File: config.mk
export PLATFORM = sky130hd
export DESIGN_NAME = adc_irq_enable
export DESIGN_NICKNAME = d
export VERILOG_FILES = /design/src/design/adc_irq_pkg.sv /design/src/design/adc_irq_enable.sv /design/src/design/sticky_flags.sv
export SDC_FILE = /design/constraint.sdc
export NUM_CORES = 1
export LEC_CHECK = 0
export ABC_CLOCK_PERIOD_IN_PS = 2900
export BUFFER_PORTS_ARGS = -buffer_cell sky130_fd_sc_hd__buf_2
export CORE_UTILIZATION = 35
export CTS_CLUSTER_DIAMETER = 50
export DETAILED_ROUTE_END_ITERATION = 7
export GPL_ROUTABILITY_DRIVEN = 0
export REMOVE_ABC_BUFFERS = 1
export SETUP_SLACK_MARGIN = 0.05
export SKIP_LAST_GASP = 1
export SLEW_MARGIN = 20
export SYNTH_ARGS = -nofsm -noshare
export SYNTH_HDL_FRONTEND = slang
export SYNTH_HIERARCHICAL = 1
export SYNTH_SLANG_ARGS = --single-unit
File: constraint.sdc
create_clock -name clk_i -period 2.9 [get_ports clk_i]
set_input_delay 0.145 -clock clk_i [delete_from_list [all_inputs] [get_ports clk_i]]
set_output_delay 0.145 -clock clk_i [all_outputs]
set_load 0.05 [all_outputs]
File: src/design/adc_irq_pkg.sv
// Constants shared by the converter interrupt enable block
package adc_irq_pkg;

  localparam int ADDR_WIDTH  = 12;
  localparam int DATA_WIDTH  = 32;
  localparam int EVENT_COUNT = 22;
  localparam int CHAN_COUNT  = 8;

  // Word offsets of the register window
  localparam logic [11:0] STATUS_OFFSET     = 12'h100;
  localparam logic [11:0] MASK_OFFSET       = 12'h104;
  localparam logic [11:0] ENABLE_SET_OFFSET = 12'h304;
  localparam logic [11:0] ENABLE_CLR_OFFSET = 12'h308;

  // Bit positions of the events
  localparam int CONV_EVENT_A_BIT        = 0;
  localparam int BUFFER_END_BIT          = 1;
  localparam int SAMPLE_DONE_BIT         = 2;
  localparam int RESULT_STORED_BIT       = 3;
  localparam int CALIBRATION_BIT         = 4;
  localparam int CONVERTER_EVENT_B_BIT   = 5;
  localparam int LIMIT_BASE_BIT          = 6;
  localparam int LIMIT_BITS_PER_CHAN     = 2;
  localparam int LIMIT_LOWER_STEP        = 1;

  // Reset values
  localparam logic [21:0] ENABLE_RESET = 22'h000000;
  localparam logic [21:0] STATUS_RESET = 22'h000000;
  localparam logic [21:0] MASK_RESET   = 22'h000000;

endpackage : adc_irq_pkg

File: src/design/adc_irq_enable.sv
// Converter event interrupt enables with Wishbone register access
// Operation
// - Bit 0 one sets conversion start enable
// - Bit 1 one sets buffer end enable
// - Bit 2 one sets sample done enable
// - Bit 3 one sets result stored enable
// - Bit 4 one sets calibration complete enable
// - Bit 5 one sets converter converter_event_b enable
// - Bits 6-11 channels 0-2 upper, lower
// - Bits 12-17 channels 3-5 upper, lower
// - Bit 18 one sets channel 6 upper
// - Bits 19-21 channel 6 lower, channel 7
//
// The Wishbone slave port was decided locally.
`timescale 1ns/1ps
`default_nettype none

module adc_irq_enable #(
  parameter int EVENT_COUNT = adc_irq_pkg::EVENT_COUNT
) (
  input  wire logic                       clk_i,
  input  wire logic                       rst_i,
  input  wire logic                       cyc_i,
  input  wire logic                       stb_i,
  input  wire logic                       we_i,
  input  wire logic [11:0]                adr_i,
  input  wire logic [3:0]                 sel_i,
  input  wire logic [31:0]                dat_i,
  output var  logic [31:0]                dat_o,
  output var  logic                       ack_o,
  input  wire logic [EVENT_COUNT-1:0]     event_i,
  output var  logic [EVENT_COUNT-1:0]     enables_o,
  output var  logic                       irq_o
);

  ////////////////////////////////////////////////////////////////////////
  // Bus decode

  logic                   ack_reg;
  logic [31:0]            dat_reg;
  logic [EVENT_COUNT-1:0] enable_reg;
  logic [EVENT_COUNT-1:0] enable_next;
  logic [EVENT_COUNT-1:0] mask_reg;
  logic [EVENT_COUNT-1:0] mask_next;
  logic                   irq_reg;
  logic [EVENT_COUNT-1:0] status_flags;

  wire        request     = cyc_i & stb_i;
  wire        commit      = request & ack_reg;
  wire        wr_commit   = commit & we_i;
  wire        rd_commit   = commit & ~we_i;
  wire [11:0] word_adr    = {adr_i[11:2], 2'b00};

  wire hit_status  = word_adr == adc_irq_pkg::STATUS_OFFSET;
  wire hit_mask    = word_adr == adc_irq_pkg::MASK_OFFSET;
  wire hit_set     = word_adr == adc_irq_pkg::ENABLE_SET_OFFSET;
  wire hit_clr     = word_adr == adc_irq_pkg::ENABLE_CLR_OFFSET;

  // Byte lanes not selected carry zeros, so they never set or clear an enable, but a mask write loads them as zero
  wire [31:0] lane_mask = {{8{sel_i[3]}}, {8{sel_i[2]}},
                           {8{sel_i[1]}}, {8{sel_i[0]}}};
  wire [31:0] wr_data   = dat_i & lane_mask;

  // Upper bits beyond the event field are dropped on write
  wire [EVENT_COUNT-1:0] wr_bits = wr_data[EVENT_COUNT-1:0];

  wire set_write  = wr_commit & hit_set;
  wire clr_write  = wr_commit & hit_clr;
  wire mask_write = wr_commit & hit_mask;
  wire stat_read  = rd_commit & hit_status;

  ////////////////////////////////////////////////////////////////////////
  // Enable register

  // Bit b of the word is event b
  // Only ones act; zeros leave the enable alone
  wire [EVENT_COUNT-1:0] set_bits = set_write ? wr_bits : '0;
  wire [EVENT_COUNT-1:0] clr_bits = clr_write ? wr_bits : '0;

  // Set and clear registers are separate words, so they never collide
  assign enable_next = set_bits | (enable_reg & ~clr_bits);

  always_ff @(posedge clk_i)
  begin
    if (rst_i)
    begin
      enable_reg <= adc_irq_pkg::ENABLE_RESET[EVENT_COUNT-1:0];
    end
    else
    begin
      enable_reg <= enable_next;
    end
  end

  ////////////////////////////////////////////////////////////////////////
  // Status and mask

  // Only enabled events are latched; a read of status clears them
  wire [EVENT_COUNT-1:0] status_set = event_i & enable_reg;
  // Only the bits already in the read word are cleared, so an event
  // landing between the ack edge and the commit edge is not lost
  wire [EVENT_COUNT-1:0] status_clr =
      stat_read ? dat_reg[EVENT_COUNT-1:0] : '0;

  sticky_flags #(
    .WIDTH (EVENT_COUNT),
    .RESET (adc_irq_pkg::STATUS_RESET)
  ) status_flags_inst (
    .clk_i   (clk_i),
    .rst_i   (rst_i),
    .set_i   (status_set),
    .clear_i (status_clr),
    .flags_o (status_flags)
  );

  assign mask_next = mask_write ? wr_bits : mask_reg;

  always_ff @(posedge clk_i)
  begin
    if (rst_i)
    begin
      mask_reg <= adc_irq_pkg::MASK_RESET[EVENT_COUNT-1:0];
    end
    else
    begin
      mask_reg <= mask_next;
    end
  end

  // Built from the next flags and the next mask, so the flop tracks
  // status and mask without a cycle of lag
  wire [EVENT_COUNT-1:0] status_next = status_set |
                                       (status_flags & ~status_clr);
  wire irq_next = |(status_next & mask_next);

  always_ff @(posedge clk_i)
  begin
    if (rst_i)
    begin
      irq_reg <= 1'b0;
    end
    else
    begin
      irq_reg <= irq_next;
    end
  end

  ////////////////////////////////////////////////////////////////////////
  // Read path and acknowledge

  // Both enable words read the live enables
  wire [EVENT_COUNT-1:0] rd_field =
      (hit_set | hit_clr) ? enable_reg   :
      hit_mask            ? mask_reg     :
      hit_status          ? status_flags : '0;

  // Unmapped reads answer zero; bits above the field stay zero
  wire [31:0] rd_word = {{(32 - EVENT_COUNT){1'b0}}, rd_field};

  // Ack one cycle after the request, dropped the cycle after
  wire ack_next = request & ~ack_reg;

  always_ff @(posedge clk_i)
  begin
    if (rst_i)
    begin
      ack_reg <= 1'b0;
      dat_reg <= 32'h00000000;
    end
    else
    begin
      ack_reg <= ack_next;
      dat_reg <= ack_next ? rd_word : dat_reg;
    end
  end

  assign ack_o     = ack_reg;
  assign dat_o     = dat_reg;
  assign enables_o = enable_reg;
  assign irq_o     = irq_reg;

  for (genvar c = 0; c < 3; c++)
  begin : g_low_chan
    localparam int UB = adc_irq_pkg::LIMIT_BASE_BIT
                      + c * adc_irq_pkg::LIMIT_BITS_PER_CHAN;

  end

  for (genvar c = 3; c < 6; c++)
  begin : g_mid_chan
    localparam int UB = adc_irq_pkg::LIMIT_BASE_BIT
                      + c * adc_irq_pkg::LIMIT_BITS_PER_CHAN;

  end

  // Every enable holds until the clear word names it
  for (genvar i = 0; i < EVENT_COUNT; i++)
  begin : g_each_bit

  end
endmodule : adc_irq_enable

`default_nettype wire

File: src/design/sticky_flags.sv
// Row of sticky flags where a set beats a simultaneous clear
`timescale 1ns/1ps
`default_nettype none

module sticky_flags #(
  parameter int          WIDTH = 22,
  parameter logic [21:0] RESET = 22'h000000
) (
  input  wire logic             clk_i,
  input  wire logic             rst_i,
  input  wire logic [WIDTH-1:0] set_i,
  input  wire logic [WIDTH-1:0] clear_i,
  output var  logic [WIDTH-1:0] flags_o
);

  logic [WIDTH-1:0] flags_reg;
  logic [WIDTH-1:0] flags_next;

  // An event landing in the clearing cycle is kept
  assign flags_next = set_i | (flags_reg & ~clear_i);
  assign flags_o    = flags_reg;

  always_ff @(posedge clk_i)
  begin
    if (rst_i)
    begin
      flags_reg <= RESET[WIDTH-1:0];
    end
    else
    begin
      flags_reg <= flags_next;
    end
  end

endmodule : sticky_flags

`default_nettype wire

==> impl_metrics.ini, run 1 <==
[floorplanning]
boundaryPins = 131
die_area_um2 = 13600
fp-row-count = 41
die_h_um = 117
die_w_um = 117
core_region_area_um2 = 12700
start_util = 0.363

[synth]
seq_area_frac_synth = 0.391
synth_xor_area_frac = 0.00190
muxShareOfSynthArea = 0.0513
synth.distinct_cells = 38
ys.flop_type = dfxtp_1
synthTopCellsByArea = dfxtp_1, a21oi_1, nand2b_1
synth_top_cell_by_area = dfxtp_1
async_reset_ff_frac = 0
yosys.area_share.simple = 0.272
syn_avg_cell_area_um2 = 7.95
syn-cell-area_um2 = 4610
netlist_instances = 580
synth_edf_count = 0
synth_top_area_frac = 0.391
synthAdderAreaFrac = 0
synth_compound_area_frac = 0.195
synth_top_family_by_area = simple AND/OR/NAND/NOR gates
synth_seq_cells = 90
yosysWarnings = 6

[sta]
final_hold_viol_count = 0
max_freq_ghz = 0.457
finalClockSkew_ns = 0.00730
slew_violations = 0
finalSetupViolCount = 0
worst_pin_slew_ns = 0.685
setup_tns_ns = 0
post-route-period-util = 0.755
max_slew_margin = 0.543
rsz0062_at_grt = no
period_minus_slack_ns = 2.19
worst_slack_ns = 0.710

[grt]
grt_pass1_vias = 4230
grt_usage = 0.211
grt_max_degree = 35
gr-total-overflow = 0
grt_pass1_wl_um = 21500
antenna_found_initial = 0

[clocking]
cts_tree = done
htree_num_levels = 3
postCtsSetupBuffers = 0
cts_made_buffers = 9
cts.repair.resized = 0
root_buffer = clkbuf_16
clk_pin_slew_worst_paths_ns = 0.07
clkSinkCount = 90
ctsHoldBuffers = 0
clk_latency_ns = 0.34
cts_buffer_depth = 2

[place]
dp_hpwl_um = 9420
io_buffers = 107
place_ws_ns = 0.409

[power]
p_leak_nw = 2.06
totalPowerFinal_mw = 2.67
vdd_drop_max_mv = 0.332
power_density_nw_per_um2 = 479

[detailed_routing]
drt_iter0_drc = 297
viasPerCell = 5.25
vias = 4474
post_drt_wl_per_cell_um = 16.3
final_antenna_net_count = 0
drcViolationCount = 0
routed_wl_um = 13900
dr.pass1.iters = 5

[finish]
nets = 750
fillers = 1314
antenna_cells = 0
syn_to_final_growth_pct = 20.9
layout-drive-gt1-share = 0.226

[hold_path]
min_path_type = input port to register

[worst_setup_path]
worstSetupStartpointType = register
r2r_slack_ns = 0.71
crit_start = ack_o
worstSetupPathType = register to register
rr_endpoint = irq_o
cp.arrival_ns = 2.40
cp.required_ns = 3.11
ff2ff_path_depth = 7
r2r-start = ack_o
endpoint = irq_o
end_kind = register
path_max_fanout = 22

[status]
status = complete, no violations

[flow_run]
cap_violations = 0
## worst max-delay path: stages, from the launching register on
cell and delay (ns):
dfxtp_1 0.42, nand4_1 0.23, nor4_4 0.25, buf_12 0.24, mux2i_1 0.26, o22ai_1 0.12
nor4_1 0.40, a31oi_1 0.13
## worst min path at each step
| stage | start | endpoint | slack (ns) | cells after the start |
|---|---|---|---|---|
| 2_1_floorplan | rst_i | enables_o[0] | 0.21 | 1 |
| 3_3_place_gp | dat_i[13] | enables_o[13] | 0.43 | 3 |
| 3_5_place_dp | dat_i[13] | enables_o[13] | 0.44 | 3 |
| 4_1_cts | dat_i[13] | enables_o[13] | 0.07 | 3 |
| 5_1_grt | dat_i[13] | enables_o[13] | 0.08 | 3 |
| 6_report | dat_i[16] | enables_o[16] | 0.08 | 3 |
## per-layer routing
metal | routed length [µm] | global-route usage
met5 | 0 | 0
met4 | 238 | 0.0759
met3 | 906 | 0.0556
met2 | 6870 | 0.372
met1 | 5900 | 0.247
## synth_stat cells (14+ instances only)
library cell  instances
o22ai_1              26
a21oi_1              50
inv_1                43
dfxtp_1              90
a22oi_1              19
nand2_1              53
clkbuf_1             29
and4_1               16
nand3_1              14
nor2_1               49
o21ai_0              24
a311oi_1             19
and2_1               30
nand2b_1             39
## logic make-up (layout without fill, tap and decap cells)
logic type	after synthesis	in the layout
multiplexers	22	22
XOR/XNOR	1	1
AND/OR/NAND/NOR	231	231
buffers and inverters	90	181
other	1	10
AO/OA/AOI/OAI	145	145
flip-flops	90	90
## final cells by class
cell class	instances	area, µm²	area share
clock buffer	12	256	0.0460
clock inverter	4	26.3	0.00471
timing repair buffer	122	661	0.118
sequential	90	1800	0.323
multi-input combinational	409	2460	0.440
inverter	43	161	0.0289
tap	172	215	0.0386
## power by group
group          switching [mW]  internal, mW
clock network           0.489         0.627
logic                   0.205        0.0788
registers              0.0191          1.25
total                   0.713          1.96
## layout by cell type, fill, tap and decap left out, types with 2 or more instances in the layout
cell | netlist | routed
nand4_1 | 6 | 6
nor3_2 | 0 | 2
clkbuf_8 | 0 | 2
buf_2 | 4 | 107
mux2_2 | 8 | 8
nand2b_1 | 39 | 39
nand2_1 | 53 | 53
conb_1 | 1 | 10
nand3_1 | 14 | 14
and3_1 | 4 | 4
nor3_1 | 4 | 2
clkinv_2 | 0 | 2
inv_1 | 43 | 43
nor2_1 | 49 | 48
o22ai_1 | 26 | 26
dfxtp_1 | 90 | 90
nor3b_1 | 4 | 4
a211oi_1 | 3 | 3
a22oi_1 | 19 | 19
nor4_1 | 4 | 4
and4_1 | 16 | 16
clkbuf_16 | 0 | 9
a222oi_1 | 3 | 3
a21oi_1 | 50 | 50
and2_1 | 30 | 30
mux2i_1 | 9 | 9
o21ai_0 | 24 | 24
a311oi_1 | 19 | 19
buf_4 | 11 | 14
mux2_1 | 5 | 5
## metrics by stage
stage           util  std cells  hold slack (ns)  area (µm²)
3_3_place_gp   0.416        836            0.434        5300
4_1_cts        0.439        852           0.0739        5580
2_1_floorplan      -        542            0.214        4400
3_5_place_dp   0.416        836            0.438        5300
6_report       0.439        852           0.0811        5580
5_1_grt        0.439        852           0.0833        5580
No activity file was read; power rests on OpenSTA's default activity.
==> run 2: changes to the inputs <==
--- a/config.mk
+++ b/config.mk
@@ -5,7 +5,7 @@
 export SDC_FILE = /design/constraint.sdc
 export NUM_CORES = 1
 export LEC_CHECK = 0
-export ABC_CLOCK_PERIOD_IN_PS = 2900
+export ABC_CLOCK_PERIOD_IN_PS = 2100
 export BUFFER_PORTS_ARGS = -buffer_cell sky130_fd_sc_hd__buf_2
 export CORE_UTILIZATION = 35
 export CTS_CLUSTER_DIAMETER = 50
==> constraint.sdc (replaced) <==
create_clock -name clk_i -period 2.1 [get_ports clk_i]
set_input_delay 0.105 -clock clk_i [delete_from_list [all_inputs] [get_ports clk_i]]
set_output_delay 0.105 -clock clk_i [all_outputs]
set_load 0.05 [all_outputs]
==> run 2 against run 1 <==
Compared with the run above:
- clock power increased by 68%
- sequential cell count unchanged
- via count increased by 3.2%
- routed wire length increased by 1.5%
==> impl_metrics.ini, run 2 (synthesis results as in run 1) <==
[clocking]
clk_latency_ns = 0.33
ctsHoldBuffers = 0
htree_num_levels = 3
clkSinkCount = 90
cts_buffer_depth = 2
cts_tree = done
cts_made_buffers = 9
root_buffer = clkbuf_16
clk_pin_slew_worst_paths_ns = 0.06
cts.repair.resized = 0
postCtsSetupBuffers = 0

[power]
totalPowerFinal_mw = 4.05
power.share.switching = 0.240
p_sw_mw = 0.974
power_frac_comb = 0.101
p_int_mw = 3.08
vdd_drop_max_mv = 0.437
power_density_nw_per_um2 = 686
power_frac_seq = 0.434
p_leak_nw = 2.23
power_frac_clock = 0.465

[hold_path]
min_path_type = input port to register
hp-start = dat_i[13]

[sta]
max_slew_margin = 0.624
finalSetupViolCount = 0
period_minus_slack_ns = 1.98
max_freq_ghz = 0.504
slew_violations = 0
worst_pin_slew_ns = 0.565
rsz0062_at_grt = yes
final_hold_viol_count = 0
post-route-period-util = 0.944
finalClockSkew_ns = 0.00603

[floorplanning]
boundaryPins = 131
die_w_um = 117
start_util = 0.363
die_h_um = 117
fp-row-count = 41
core_region_area_um2 = 12700
die_area_um2 = 13600

[worst_setup_path]
worstSetupPathType = input port to register
rr_endpoint = irq_o
crit_start = adr_i[5]
cp.required_ns = 2.31
endpoint = irq_o
r2r_slack_ns = 0.13
path_max_fanout = 13
end_kind = register
cp.arrival_ns = 2.19
ff2ff_path_depth = 8
r2r-start = ack_o
worstSetupStartpointType = input port

[detailed_routing]
drt_iter0_drc = 280
dr.pass1.iters = 5
post_drt_wl_per_cell_um = 16.1
vias = 4619
drcViolationCount = 0
final_antenna_net_count = 0
routed_wl_um = 14100
viasPerCell = 5.28

[grt]
antenna_found_initial = 0
grt_pass1_wl_um = 22000
gr-total-overflow = 0
grt_pass1_vias = 4327
grt_max_degree = 45
grt_usage = 0.213

[place]
dp_hpwl_um = 9980
dp.cells = 860
io_buffers = 107

[status]
status = complete, no violations

[finish]
antenna_cells = 0
final_common_cell = buf_2
syn_to_final_growth_pct = 28.1
instances_no_fill = 875
multiInputGateArea_um2 = 2460
fillers = 1269
layout_common_cells = buf_2, dfxtp_1, nand2_1, a21oi_1, nor2_1
nets = 774
layout-drive-gt1-share = 0.255
seq_area_um2 = 1800

[flow_run]
cap_violations = 0
-- run 2: worst min-delay path by stage --
stage	to	cells past startpoint
2_1_floorplan	enables_o[0]	1
3_3_place_gp	enables_o[13]	3
3_5_place_dp	enables_o[13]	3
4_1_cts	enables_o[13]	3
5_1_grt	enables_o[17]	3
6_report	enables_o[13]	3
-- run 2: power by group through the flow --
stage | registers (mW) | clock network (mW) | logic (mW)
detailed placement | 1.80 | 0 | 0.411
global placement | 1.79 | 0 | 0.405
CTS | 1.76 | 1.91 | 0.412
finish | 1.76 | 1.88 | 0.411
floorplan | 1.88 | 0 | 0.127
global route | 1.76 | 2.00 | 0.443
-- run 2: cell type report --
type / instances / area share
clock inverters: 4 / 0.0167
repair buffers: 146 / 0.155
clock buffers: 11 / 0.0428
inverters: 43 / 0.0273
well taps: 172 / 0.0364
flip-flops and latches: 90 / 0.305
multi-input cells: 409 / 0.417
-- run 2: routing by layer --
layer,up-vias,GRT usage,part of all wire
met5,-,0,0
met4,0,0.0903,0.024
met3,26,0.0304,0.066
met2,170,0.365,0.48
met1,2170,0.269,0.43
li1,2253,-,-
-- run 2: metrics by stage --
step	worst slack, ns	instance area, µm²	setup TNS [ns]	hold slack [ns]	utilization
6_report	0.117	5910	0	0.0553	0.464
5_1_grt	-0.0737	5910	-0.0737	0.0531	0.464
4_1_cts	0.0845	5900	0	0.0484	0.464
3_5_place_dp	-0.270	5550	-0.774	0.399	0.436
3_3_place_gp	-0.277	5550	-0.277	0.395	0.436
2_1_floorplan	-0.996	4400	-26.74	0.174	-
-- run 2: worst max-delay path: stages --
cell     delay [ns]
buf_2          0.11
or4_4          0.55
nor4_4         0.33
buf_12         0.20
buf_4          0.14
mux2i_1        0.25
o22ai_1        0.15
nor4_1         0.23
a31oi_1        0.13
==> run 3: changes to the inputs <==
--- a/config.mk
+++ b/config.mk
@@ -7,10 +7,13 @@
 export LEC_CHECK = 0
 export ABC_CLOCK_PERIOD_IN_PS = 2100
 export BUFFER_PORTS_ARGS = -buffer_cell sky130_fd_sc_hd__buf_2
+export CORE_MARGIN = 1.5
 export CORE_UTILIZATION = 35
+export CTS_BUF_LIST = sky130_fd_sc_hd__clkbuf_2
 export CTS_CLUSTER_DIAMETER = 50
 export DETAILED_ROUTE_END_ITERATION = 7
 export GPL_ROUTABILITY_DRIVEN = 0
+export PLACE_DENSITY = 0.53
 export REMOVE_ABC_BUFFERS = 1
 export SETUP_SLACK_MARGIN = 0.05
 export SKIP_LAST_GASP = 1
==> run 3 against run 2 <==
Compared with the run above:
- largest power group is now sequential cells
- core utilization rose by 2.3 points
- largest cell class unchanged
- combinational power rose by 18%
- fmax fell by 5.4%
- routed wire length rose by 5.8%
==> impl_metrics.ini, run 3 (synthesis results as in run 1) <==
[detailed_routing]
drcViolationCount = 0
post_drt_wl_per_cell_um = 16.0
final_antenna_net_count = 0
viasPerCell = 5.19
vias = 4867
routed_wl_um = 15000
drt_iter0_drc = 324
dr.pass1.iters = 5

[worst_setup_path]
r2r_slack_ns = 0.005
worstSetupPathType = register to register
cp.required_ns = 2.56
r2r-start = ack_o
path_max_fanout = 14
cp.arrival_ns = 2.56
rr_endpoint = irq_o
cp_slowest_cell = dfxtp_2
ff2ff_path_depth = 8
end_kind = register
worstSetupStartpointType = register
crit_chain = nand4_1 -> nor4_4 -> buf_12 -> mux2i_1 -> o22ai_1 -> nor4_2 -> buf_4 -> a31oi_1
crit_path_max_incr_delay_ns = 0.42

[finish]
layout-drive-gt1-share = 0.243
nets = 834
design_area_um2 = 6200
layout_common_cells = buf_2, dfxtp_1, dlygate4sd3_1, nand2_1, a21oi_1
final_common_cell = buf_2
syn_to_final_growth_pct = 34.5
finish.utilization = 0.488

[clocking]
cts_tree = done
postCtsSetupBuffers = 0
clk_latency_ns = 0.56
clk_pin_slew_worst_paths_ns = 0.26
cts_buffer_depth = 2
clkSinkCount = 90
htree_num_levels = 3
cts_made_buffers = 9
root_buffer = clkbuf_2

[sta]
max_slew_margin = 0.659
period_minus_slack_ns = 2.10
rsz0062_at_grt = yes
post-route-period-util = 0.998
finalSetupViolCount = 0
max_freq_ghz = 0.477
slew_violations = 0
worst_pin_slew_ns = 0.512
final_hold_viol_count = 0
finalClockSkew_ns = 0.0298

[status]
status = complete, no violations

[grt]
grt_pass1_vias = 4714
antenna_found_initial = 1
gr-total-overflow = 0
use_met1 = 0.266
grt_max_degree = 91
use_met3 = 0.0305
grt_pass1_wl_um = 24200
grt-busiest-layer = met2
grt_usage = 0.217
grt_use_met2 = 0.384

[floorplanning]
start_util = 0.363
fp-row-count = 41
core_region_area_um2 = 12700
die_h_um = 118
boundaryPins = 131
die_w_um = 118
die_area_um2 = 13900

[power]
p_sw_mw = 0.941
power_frac_seq = 0.561
power_density_nw_per_um2 = 507
p_int_mw = 2.21
vdd_drop_max_mv = 0.279
p_leak_nw = 2.35
power.share.switching = 0.299
power_frac_comb = 0.154
totalPowerFinal_mw = 3.15
power_frac_clock = 0.284

[hold_path]
hold_path_end = enables_o[5]
hold_depth = 6
hp-start = adr_i[8]
min_path_type = input port to register

[place]
dp_hpwl_um = 10400
io_buffers = 107
place_area_um2 = 5530

[flow_run]
cap_violations = 0
-- run 3: cell count changes in the layout (fill, tap and decap cells not counted), sizes merged --
cell / delta
buf: +5
bufinv: -2
clkbuf: -1
clkinvlp: +3
diode: +1
dlygate4sd3: +55
inv: +1
-- run 3: worst max-delay path by stage --
stage,startpoint,end,cells after the start
after floorplan,adr_i[7],irq_o,6
after global placement,adr_i[5],irq_o,9
after detailed placement,adr_i[5],irq_o,9
after CTS,ack_o,irq_o,8
after global routing,ack_o,irq_o,8
final,ack_o,irq_o,8
-- run 3: per-layer routing --
layer	share of wire	wire length (µm)	vias to the layer above
met4	0.020	298	0
met3	0.042	630	24
li1	-	-	2384
met5	0	0	-
met2	0.50	7460	139
met1	0.44	6560	2320
-- run 3: what timing repair did --
| action | 4_1_cts | 5_1_grt |
|---|---|---|
| resized for setup | 2 | 0 |
| setup endpoints to repair | 1 | 1 |
| hold endpoints to repair | 62 | 0 |
| hold buffers | 55 | 0 |
-- run 3: stage by stage --
stage | setup TNS, ns | hold slack, ns | worst slack, ns | cells
global route | -0.164 | 0.145 | -0.164 | 937
global placement | -0.351 | 0.388 | -0.351 | 865
floorplan | -26.74 | 0.174 | -0.996 | 542
finish | 0 | 0.193 | 0.00467 | 937
CTS | -0.00804 | 0.132 | -0.00804 | 936
detailed placement | -0.417 | 0.395 | -0.417 | 865
-- run 3: layout make-up --
cell class	count	area [µm²]
inverters	43	161
clock inverters	6	66.3
repair buffers	206	1440
diodes	1	2.50
flip-flops and latches	90	1800
well taps	172	215
multi-input cells	409	2460
clock buffers	10	50.0
fillers	1287	6520
-- run 3: worst max-delay path, delay by kind of cell (launching register included) --
family | cells | cell delay (ns)
AO/OA/AOI/OAI | 2 | 0.19
buffers and inverters | 2 | 0.38
flip-flops | 1 | 0.42
multiplexers | 1 | 0.24
AND/OR/NAND/NOR | 3 | 0.77
-- run 3: power groups by stage --
stage | Combinational [mW] | Clock (mW) | Sequential, mW
global route | 0.520 | 1.00 | 1.77
global placement | 0.399 | 0 | 1.80
floorplan | 0.127 | 0 | 1.88
CTS | 0.484 | 0.932 | 1.77
detailed placement | 0.405 | 0 | 1.80
finish | 0.485 | 0.895 | 1.77
